### config.mk
export PLATFORM = sky130hd
export DESIGN_NAME = gpib_instrument_interface
export DESIGN_NICKNAME = d
export VERILOG_FILES = /design/src/gpib_pkg.sv /design/src/gpib_skid_buffer.sv /design/src/gpib_instrument_interface.sv
export SDC_FILE = /design/constraint.sdc
export NUM_CORES = 1
export LEC_CHECK = 0
export ABC_CLOCK_PERIOD_IN_PS = 2450
export BUFFER_PORTS_ARGS = -buffer_cell sky130_fd_sc_hd__buf_2
export CAP_MARGIN = 10
export CORE_ASPECT_RATIO = 1.25
export CORE_UTILIZATION = 45
export CTS_CLUSTER_DIAMETER = 50
export DETAILED_ROUTE_END_ITERATION = 16
export PLACE_DENSITY_LB_ADDON = 0.12
export SLEW_MARGIN = 40
export SYNTH_ARGS = -nofsm -noshare
export SYNTH_HDL_FRONTEND = slang
export SYNTH_SLANG_ARGS = --single-unit
### constraint.sdc
create_clock -name i_clk_sys -period 2.45 [get_ports i_clk_sys]
set_input_delay 0 -clock i_clk_sys [delete_from_list [all_inputs] [get_ports i_clk_sys]]
set_output_delay 0 -clock i_clk_sys [all_outputs]
set_load 0.005 [all_outputs]
### src/gpib_pkg.sv
// shared constants and carrier types for the instrument-side bus port
// assumes a single system clock; bus lines are active low, open collector
package gpib_pkg;

    localparam int          DATA_W       = 8;
    localparam logic [7:0]  CMD_GRP_MASK = 8'hf0;
    localparam logic [7:0]  ADDR_CMD_LO  = 8'h00;
    localparam logic [7:0]  UNIV_CMD_LO  = 8'h10;
    localparam logic [7:0]  CMD_GTL      = 8'h01;
    localparam logic [7:0]  CMD_LLO      = 8'h11;
    localparam logic [7:0]  CMD_DCL      = 8'h14;
    localparam logic [7:0]  CMD_FAST_CFG_EN = 8'h1f;
    localparam logic [7:0]  ADDR_GRP_MASK = 8'he0;
    localparam logic [7:0]  LISTEN_GRP   = 8'h20;
    localparam logic [7:0]  TALK_GRP     = 8'h40;
    localparam logic [7:0]  FAST_CFG_GRP = 8'h60;
    localparam logic [4:0]  ADDR_FIELD_UNL = 5'h1f;
    localparam logic [4:0]  DEF_PRIMARY_ADDR = 5'h14;

    typedef struct packed {
        logic [7:0] data;
        logic       eoi;
    } bus_byte_t;

    typedef struct packed {
        logic ifc;
        logic atn;
        logic ren;
        logic eoi;
        logic dav;
        logic nrfd;
        logic ndac;
    } ctl_lines_t;

endpackage : gpib_pkg

### src/gpib_skid_buffer.sv
// two-entry buffer between acceptor handshake and the instrument side
// assumes both sides run on i_clk_sys; no combinational path from ready to ready
`timescale 1ns/10ps
`default_nettype none
module gpib_skid_buffer
    import gpib_pkg::*;
#(
    parameter int WIDTH = 9
)(
    input  wire logic             i_clk_sys,
    input  wire logic             i_nrst,
    input  wire logic             i_in_valid,
    input  wire logic [WIDTH-1:0] i_in_data,
    output logic                  o_in_ready,
    output logic                  o_out_valid,
    output logic [WIDTH-1:0]      o_out_data,
    input  wire logic             i_out_ready,
    input  wire logic             i_flush
);
    if (WIDTH < 1)
    begin : g_bad_width
        $error("buffer width must be positive");
    end

    logic [WIDTH-1:0] mem [0:1];
    logic             wr_ptr;
    logic             rd_ptr;
    logic [1:0]       count;
    logic             push;
    logic             pop;

    assign push        = i_in_valid && (count != 2'd2);
    assign pop         = (count != 2'd0) && i_out_ready;
    assign o_in_ready  = (count != 2'd2);
    assign o_out_valid = (count != 2'd0);
    assign o_out_data  = mem[rd_ptr];

    always_ff @(posedge i_clk_sys)
    begin
        if (push) mem[wr_ptr] <= i_in_data;
    end

    always_ff @(posedge i_clk_sys or negedge i_nrst)
    begin
        if (!i_nrst)
        begin
            wr_ptr <= 1'b0;
            rd_ptr <= 1'b0;
            count  <= 2'd0;
        end
        else if (i_flush)
        begin
            wr_ptr <= 1'b0;
            rd_ptr <= 1'b0;
            count  <= 2'd0;
        end
        else
        begin
            if (push) wr_ptr <= ~wr_ptr;
            if (pop) rd_ptr <= ~rd_ptr;
            count <= count + {1'b0, push} - {1'b0, pop};
        end
    end
endmodule : gpib_skid_buffer
`default_nettype wire

### src/gpib_instrument_interface.sv
// instrument-side bus port: acceptor handshake, command decode, remote/local state
// assumes bus pins are asynchronous and combined externally as wired-or, active low
//
// Function
// - bytes move one at a time on eight lines, line zero least significant
// - interface clear low returns the bus interface to its default state
// - attention low means interface message, attention high means device message
// - service request pulled low only while the instrument asks for service
// - local to remote change allowed only while remote enable is low
// - end-or-identify low with attention high marks the last byte
// - end-or-identify and attention low together start a parallel poll
// - data valid low only with a valid byte; sample only then
// - acceptor not ready holds not-ready-for-data low; source waits
// - not-data-accepted low while byte is still taken; source waits
// - bus outputs are open collector, only pulling lines low
// - universal commands 10..1f act whether or not addressed
// - addressed commands 00..0f act only when addressed as listener
// - device clear aborts command processing but keeps instrument settings
// - local lockout blocks return to local through front panel keys
// - addressed go-to-local leaves remote for local state
// - fast listener configure commands are ignored
`timescale 1ns/10ps
`default_nettype none
module gpib_instrument_interface
    import gpib_pkg::*;
#(
    parameter logic [4:0] PRIMARY_ADDR = DEF_PRIMARY_ADDR
)(
    input  wire logic              i_clk_sys,
    input  wire logic              i_nrst,
    input  wire logic [DATA_W-1:0] i_dio_n,
    input  wire logic              i_ifc_n,
    input  wire logic              i_atn_n,
    input  wire logic              i_ren_n,
    input  wire logic              i_eoi_n,
    input  wire logic              i_dav_n,
    input  wire logic              i_nrfd_n,
    input  wire logic              i_ndac_n,
    output logic                   o_nrfd_out,
    output logic                   o_nrfd_oe_n,
    output logic                   o_ndac_out,
    output logic                   o_ndac_oe_n,
    output logic                   o_srq_out,
    output logic                   o_srq_oe_n,
    input  wire logic              i_service_req,
    input  wire logic              i_local_key,
    output logic                   o_rx_valid,
    output logic [DATA_W-1:0]      o_rx_data,
    output logic                   o_rx_end,
    input  wire logic              i_rx_ready,
    output logic                   o_remote,
    output logic                   o_lockout,
    output logic                   o_listener,
    output logic                   o_talker,
    output logic                   o_dev_clear,
    output logic                   o_par_poll
);

    // address 31 is the unaddress code, so no device may own it
    if (PRIMARY_ADDR == ADDR_FIELD_UNL)
    begin : g_bad_addr
        $error("primary address must not be the unaddress code");
    end

    typedef enum logic [1:0] {
        ST_IDLE   = 2'b00,
        ST_READY  = 2'b01,
        ST_ACCEPT = 2'b11,
        ST_WAIT   = 2'b10
    } ah_state_t;

    // first stage read only by the second
    logic [DATA_W-1:0] dio_m;
    logic [DATA_W-1:0] dio_s;
    ctl_lines_t        ctl_m;
    ctl_lines_t        ctl_s;
    ctl_lines_t        ctl_raw;
    // front panel key is a pin, so it is synchronised like the bus lines
    logic              key_m;
    logic              key_s;

    ah_state_t         ah_state;
    ah_state_t         next_ah_state;
    logic [7:0]        cmd_byte;
    logic              cmd_strobe;
    logic              dev_strobe;
    logic [7:0]        latched_byte;
    logic              latched_eoi;
    logic              latched_atn;
    logic              take_byte;

    bus_byte_t         buf_in;
    bus_byte_t         buf_out;
    logic              buf_in_ready;
    logic              buf_out_valid;
    logic              dev_clear_pulse;

    assign ctl_raw = '{ifc: i_ifc_n, atn: i_atn_n, ren: i_ren_n, eoi: i_eoi_n,
                       dav: i_dav_n, nrfd: i_nrfd_n, ndac: i_ndac_n};

    always_ff @(posedge i_clk_sys or negedge i_nrst)
    begin
        if (!i_nrst)
        begin
            dio_m <= '1;
            dio_s <= '1;
            ctl_m <= '1;
            ctl_s <= '1;
            key_m <= 1'b0;
            key_s <= 1'b0;
        end
        else
        begin
            dio_m <= i_dio_n;
            dio_s <= dio_m;
            ctl_m <= ctl_raw;
            ctl_s <= ctl_m;
            key_m <= i_local_key;
            key_s <= key_m;
        end
    end

    function automatic logic addr_match(input logic [7:0] b, input logic [7:0] grp,
                                        input logic [4:0] addr);
        addr_match = ((b & ADDR_GRP_MASK) == grp) && (b[4:0] == addr);
    endfunction : addr_match

    function automatic logic is_unaddr(input logic [7:0] b, input logic [7:0] grp);
        is_unaddr = ((b & ADDR_GRP_MASK) == grp) && (b[4:0] == ADDR_FIELD_UNL);
    endfunction : is_unaddr

    function automatic logic in_group(input logic [7:0] b, input logic [7:0] mask,
                                      input logic [7:0] grp);
        in_group = ((b & mask) == grp);
    endfunction : in_group

    // acceptor handshake; device bytes wait for buffer room so no byte is lost
    always_comb
    begin
        next_ah_state = ah_state;
        case (ah_state)
            ST_IDLE:
                if (ctl_s.dav && (!ctl_s.atn || (o_listener && buf_in_ready)))
                    next_ah_state = ST_READY;
            ST_READY:
                if (!ctl_s.dav)
                    next_ah_state = ST_ACCEPT;
                else if (ctl_s.atn && !(o_listener && buf_in_ready))
                    next_ah_state = ST_IDLE;
            ST_ACCEPT:
                next_ah_state = ST_WAIT;
            ST_WAIT:
                if (ctl_s.dav)
                    next_ah_state = ST_IDLE;
            default:
                next_ah_state = ST_IDLE;
        endcase
    end

    assign take_byte = (ah_state == ST_ACCEPT);

    always_ff @(posedge i_clk_sys or negedge i_nrst)
    begin
        if (!i_nrst)
            ah_state <= ST_IDLE;
        else if (!ctl_s.ifc)
            ah_state <= ST_IDLE;
        else
            ah_state <= next_ah_state;
    end

    // lines are inverted: a low wire is a true bit
    always_ff @(posedge i_clk_sys or negedge i_nrst)
    begin
        if (!i_nrst)
        begin
            latched_byte <= 8'h00;
            latched_eoi  <= 1'b0;
            latched_atn  <= 1'b0;
        end
        else if (ah_state == ST_READY && !ctl_s.dav)
        begin
            latched_byte <= ~dio_s;
            latched_eoi  <= ~ctl_s.eoi;
            latched_atn  <= ~ctl_s.atn;
        end
    end

    assign cmd_strobe = take_byte && latched_atn;
    assign dev_strobe = take_byte && !latched_atn && o_listener;
    assign cmd_byte   = latched_byte;

    // wire outputs drive only low; release means oe_n high
    // each line is freed only in the one state that means it, and reset frees both,
    // so outside reset a source never sees ready or accepted before this acceptor has earned it
    always_ff @(posedge i_clk_sys or negedge i_nrst)
    begin
        if (!i_nrst)
        begin
            o_nrfd_out  <= 1'b0;
            o_nrfd_oe_n <= 1'b1;
            o_ndac_out  <= 1'b0;
            o_ndac_oe_n <= 1'b1;
        end
        else
        begin
            o_nrfd_out  <= 1'b0;
            o_ndac_out  <= 1'b0;
            o_nrfd_oe_n <= ctl_s.ifc && next_ah_state == ST_READY;
            o_ndac_oe_n <= ctl_s.ifc && next_ah_state == ST_WAIT;
        end
    end

    // service request is its own concern and follows the instrument's request
    always_ff @(posedge i_clk_sys or negedge i_nrst)
    begin
        if (!i_nrst)
        begin
            o_srq_out  <= 1'b0;
            o_srq_oe_n <= 1'b1;
        end
        else
        begin
            o_srq_out  <= 1'b0;
            o_srq_oe_n <= !i_service_req;
        end
    end

    // address state
    always_ff @(posedge i_clk_sys or negedge i_nrst)
    begin
        if (!i_nrst)
        begin
            o_listener <= 1'b0;
            o_talker   <= 1'b0;
        end
        else if (!ctl_s.ifc)
        begin
            o_listener <= 1'b0;
            o_talker   <= 1'b0;
        end
        else if (cmd_strobe)
        begin
            if (addr_match(cmd_byte, LISTEN_GRP, PRIMARY_ADDR))
                o_listener <= 1'b1;
            else if (is_unaddr(cmd_byte, LISTEN_GRP))
                o_listener <= 1'b0;
            if (addr_match(cmd_byte, TALK_GRP, PRIMARY_ADDR))
            begin
                o_talker   <= 1'b1;
                o_listener <= 1'b0;
            end
            else if (in_group(cmd_byte, ADDR_GRP_MASK, TALK_GRP))
                o_talker <= 1'b0;
        end
    end

    // remote, local and lockout; fast configure codes fall through untouched
    always_ff @(posedge i_clk_sys or negedge i_nrst)
    begin
        if (!i_nrst)
        begin
            o_remote  <= 1'b0;
            o_lockout <= 1'b0;
        end
        else if (ctl_s.ren)
        begin
            o_remote  <= 1'b0;
            o_lockout <= 1'b0;
        end
        else if (cmd_strobe && in_group(cmd_byte, CMD_GRP_MASK, UNIV_CMD_LO))
        begin
            if (cmd_byte == CMD_LLO)
                o_lockout <= 1'b1;
        end
        else if (cmd_strobe && in_group(cmd_byte, CMD_GRP_MASK, ADDR_CMD_LO))
        begin
            if (cmd_byte == CMD_GTL && o_listener)
                o_remote <= 1'b0;
        end
        else if (cmd_strobe && addr_match(cmd_byte, LISTEN_GRP, PRIMARY_ADDR))
            o_remote <= 1'b1;
        else if (key_s && !o_lockout)
            o_remote <= 1'b0;
    end

    // fast-mode configure group and its enable are deliberately not decoded
    assign dev_clear_pulse = cmd_strobe && cmd_byte == CMD_DCL;

    always_ff @(posedge i_clk_sys or negedge i_nrst)
    begin
        if (!i_nrst)
        begin
            o_dev_clear <= 1'b0;
            o_par_poll  <= 1'b0;
        end
        else
        begin
            o_dev_clear <= dev_clear_pulse;
            o_par_poll  <= !ctl_s.eoi && !ctl_s.atn && ctl_s.ifc;
        end
    end

    // device bytes; clear only drops queued input, settings lie outside
    assign buf_in = '{data: latched_byte, eoi: latched_eoi};

    gpib_skid_buffer #(
        .WIDTH($bits(bus_byte_t))
    ) u_rx_buffer (
        .i_clk_sys   (i_clk_sys),
        .i_nrst      (i_nrst),
        .i_in_valid  (dev_strobe),
        .i_in_data   (buf_in),
        .o_in_ready  (buf_in_ready),
        .o_out_valid (buf_out_valid),
        .o_out_data  (buf_out),
        .i_out_ready (i_rx_ready && !o_rx_valid),
        .i_flush     (dev_clear_pulse || !ctl_s.ifc)
    );

    // output register so rx ports come straight from flip-flops
    always_ff @(posedge i_clk_sys or negedge i_nrst)
    begin
        if (!i_nrst)
        begin
            o_rx_valid <= 1'b0;
            o_rx_data  <= 8'h00;
            o_rx_end   <= 1'b0;
        end
        else if (o_rx_valid)
        begin
            if (i_rx_ready || dev_clear_pulse)
                o_rx_valid <= 1'b0;
        end
        else if (buf_out_valid && i_rx_ready)
        begin
            o_rx_valid <= 1'b1;
            o_rx_data  <= buf_out.data;
            o_rx_end   <= buf_out.eoi;
        end
    end

endmodule : gpib_instrument_interface
`default_nettype wire

==> results.json <==
{
  "status": "finished clean",
  "fillers": 546,
  "synthFlopType": "dfrtp_1",
  "hold_viol": 0,
  "grt_pass1_wl_um": 7440,
  "place.gp.congestion": 0.755,
  "start_kind": "register",
  "r2r_start": "ah_state[1]$_DFF_PN0_",
  "yosys_warnings": 0,
  "gr-usage-all-layers_pct": 15.2,
  "clock-sinks": 81,
  "synth_top_family_by_area": "simple AND/OR/NAND/NOR gates",
  "die_w_um": 73.5,
  "worst-endpoint-required_ns": 2.45,
  "maxSlewViolCount": 0,
  "post-dp-hpwl_um": 2790,
  "drt-pass1-iter-count": 4,
  "dp_slack_ns": 0.710,
  "drt-total-wl_um": 4320,
  "grt_max_degree": 41,
  "insertion_delay_ns": 0.35,
  "syn_inst": 200,
  "drc": 0,
  "vias_per_cell": 4.56,
  "finish.utilization_pct": 57.5,
  "path_max_fanout": 9,
  "hold_ws_ns": 0.176,
  "rsz0062_at_grt": "false",
  "synthAdderAreaFrac_pct": 0.869,
  "synthToLayoutAreaGrowth_pct": 23.2,
  "synth-edff-count": 18,
  "top_layer": "met4",
  "p_total_uw": 2700,
  "yosys.area.top_type_share_pct": 29.6,
  "ant_nets": 0,
  "port_buffers": 36,
  "synth.most_common_cell": "dfrtp_1",
  "max-cap-violations": 0,
  "grt_antenna_before_repair": 0,
  "hp-class": "in2async",
  "fmax_mhz": 581,
  "core_um2": 6170,
  "clkTransAtPathRegs_ns": 0.08,
  "finalCriticalPeriod_ns": 1.72,
  "numCtsBuffers": 9,
  "drive_gt1_share_pct": 34.0,
  "ir_worst_vdd_mv": 0.416,
  "synth_area_um2": 2880,
  "synthMuxAreaShare_pct": 3.48,
  "route.met3.wl_um": 186,
  "combPwrFrac_pct": 4.8,
  "wl_met1_um": 1930,
  "endpoint_kind": "register",
  "yosys.area_share.simple_pct": 8.69,
  "grt_pass1_vias": 1612,
  "leakage_uw": 0.00150,
  "r2r_end": "u_rx_buffer.mem[1][5]$_DFFE_PP_",
  "clockPowerShare_pct": 37.2,
  "drt_iter0_markers": 44,
  "cts_tree": "done",
  "clock_path_buffers": 2,
  "htreeDepth": 3,
  "p_sw_share_pct": 23.0,
  "worstMarginPinSlew_ns": 0.712,
  "n_antenna_cell": 0,
  "io_pins": 42,
  "synth-xor-area-share_pct": 1.22,
  "cellInternalPower_uw": 2080,
  "rows": 32,
  "synth_largest_area_cell": "dfrtp_1",
  "cts_resized": 0,
  "dr_total_vias": 1595,
  "grt-ovfl-total": 0,
  "yosysSeqAreaShare_pct": 74.8,
  "synth_common_cells": "dfrtp_1 (34), dfstp_2 (29), edfxtp_1 (18), nor2_1 (18)",
  "p_sw_uw": 621,
  "seq_power_share_pct": 58.0,
  "r2r_cells": 3,
  "syn_avg_cell_area_um2": 14.4,
  "timing.final.ws_setup_ns": 0.728,
  "wire_per_inst_um": 12.4,
  "fin_crit_sh_pct": 70.3,
  "synth_cell_type_count": 40,
  "synth-compound-area-share_pct": 7.74,
  "synth_seq_cells": 81,
  "routed-wl-met2_um": 2130,
  "ctsRootBufferMaster": "clkbuf_8",
  "die_h_um": 91.4,
  "fin_skew_ns": 0.00958,
  "synthArstFlopShare_pct": 77.8,
  "worst-setup-path-type": "reg2reg",
  "regToRegSetupSlack_ns": 0.73,
  "power_density_nw_per_um2": 762,
  "synth_area_leaders": "dfrtp_1 (30%), dfstp_2 (26%), edfxtp_1 (19%)",
  "fin_tns_setup_ns": 0,
  "initial_core_util_pct": 46.7,
  "fin_nets": 282,
  "max-slew-margin-rel_pct": 52.5,
  "setup_viol": 0,
  "critPathArrivalTime_ns": 1.72,
  "dieArea_um2": 6720
}
-- state kept, by name, summed over array words and instances, names as in the netlist, 2 cells and up --
name and count:
ah_state 2, ctl_s 5, cmd_byte 8, u_rx_buffer.mem 18, dio_m 8, ctl_m 5, dio_s 8, o_rx_data 8
u_rx_buffer.count 2
-- worst max-delay path: stages (launching register included) --
cell,delay (ns)
dfrtp_1,0.44
nand2_2,0.09
a2111oi_4,0.41
and2_1,0.44
-- stage by stage --
stage,area [µm²],cells
finish,3550,350
global route,3550,350
CTS,3550,350
detailed placement,3160,317
global placement,3160,317
floorplan,2890,202
-- worst max-delay path by stage --
stage                     slack [ns]                      startpoint                         endpoint
final                           0.73           ah_state[1]$_DFF_PN0_  u_rx_buffer.mem[1][5]$_DFFE_PP_
after floorplan                 0.50  u_rx_buffer.count[1]$_DFF_PN0_   u_rx_buffer.count[1]$_DFF_PN0_
after CTS                       0.68           ah_state[1]$_DFF_PN0_  u_rx_buffer.mem[1][7]$_DFFE_PP_
after global placement          0.71              ctl_s[2]$_DFF_PN1_          latched_eoi$_DFFE_PN0P_
after global routing            0.59           ah_state[1]$_DFF_PN0_  u_rx_buffer.mem[1][7]$_DFFE_PP_
after detailed placement        0.71           ah_state[1]$_DFF_PN0_  u_rx_buffer.mem[1][2]$_DFFE_PP_
-- per-layer routing --
layer,vias up,track usage [%]
li1,794,-
met1,749,19.1
met2,45,23.2
met3,7,4.55
met4,0,8.17
met5,-,0
-- final cells by class --
class,instances,area (µm²),share of cell area (%)
clock buffers,11,151,4.27
flip-flops and latches,81,2150,60.7
clock inverters,5,61.3,1.73
repair buffers,56,385,10.9
multi-input cells,101,647,18.2
well taps,85,106,3.00
inverters,11,41.3,1.16
-- placed cells by master, fill, tap and decap left out, types with 3 or more instances in the layout --
cell,synthesis,final
a21oi_1,11,11
and2_1,3,3
buf_2,1,36
clkbuf_8,0,11
conb_1,1,3
dfrtp_1,34,34
dfstp_2,29,29
dlygate4sd3_1,0,17
edfxtp_1,18,18
inv_1,11,11
mux2i_1,10,10
nand2_1,10,10
nand3_1,3,3
nor2_1,18,17
nor2b_1,3,3
o21ai_0,11,11
xnor2_1,3,3
-- what timing repair did --
item	CTS	global route
setup buffers	0	0
hold buffers	17	0
endpoints found under the hold margin	35	0
-- power by group through the flow --
stage	Sequential, µW	Combinational [µW]	Clock [µW]
after global routing	1590	149	1090
after global placement	1590	110	0
after CTS	1570	133	1040
final	1570	130	1010
after detailed placement	1600	112	0
after floorplan	1560	75.4	0
-- logic make-up (layout without fill, tap and decap cells) --
kind of cell               count (synthesis)  count (layout)
other                                      1               3
xor gates and xnor gates                   4               4
DFF                                       81              81
buffers and inverters                     20              83
muxes                                     10              10
adders and majority gates                  2               2
AOI/OAI and AO/OA                         34              34
and+or+nand+nor                           48              48
Power figures use the tool's default switching activity.
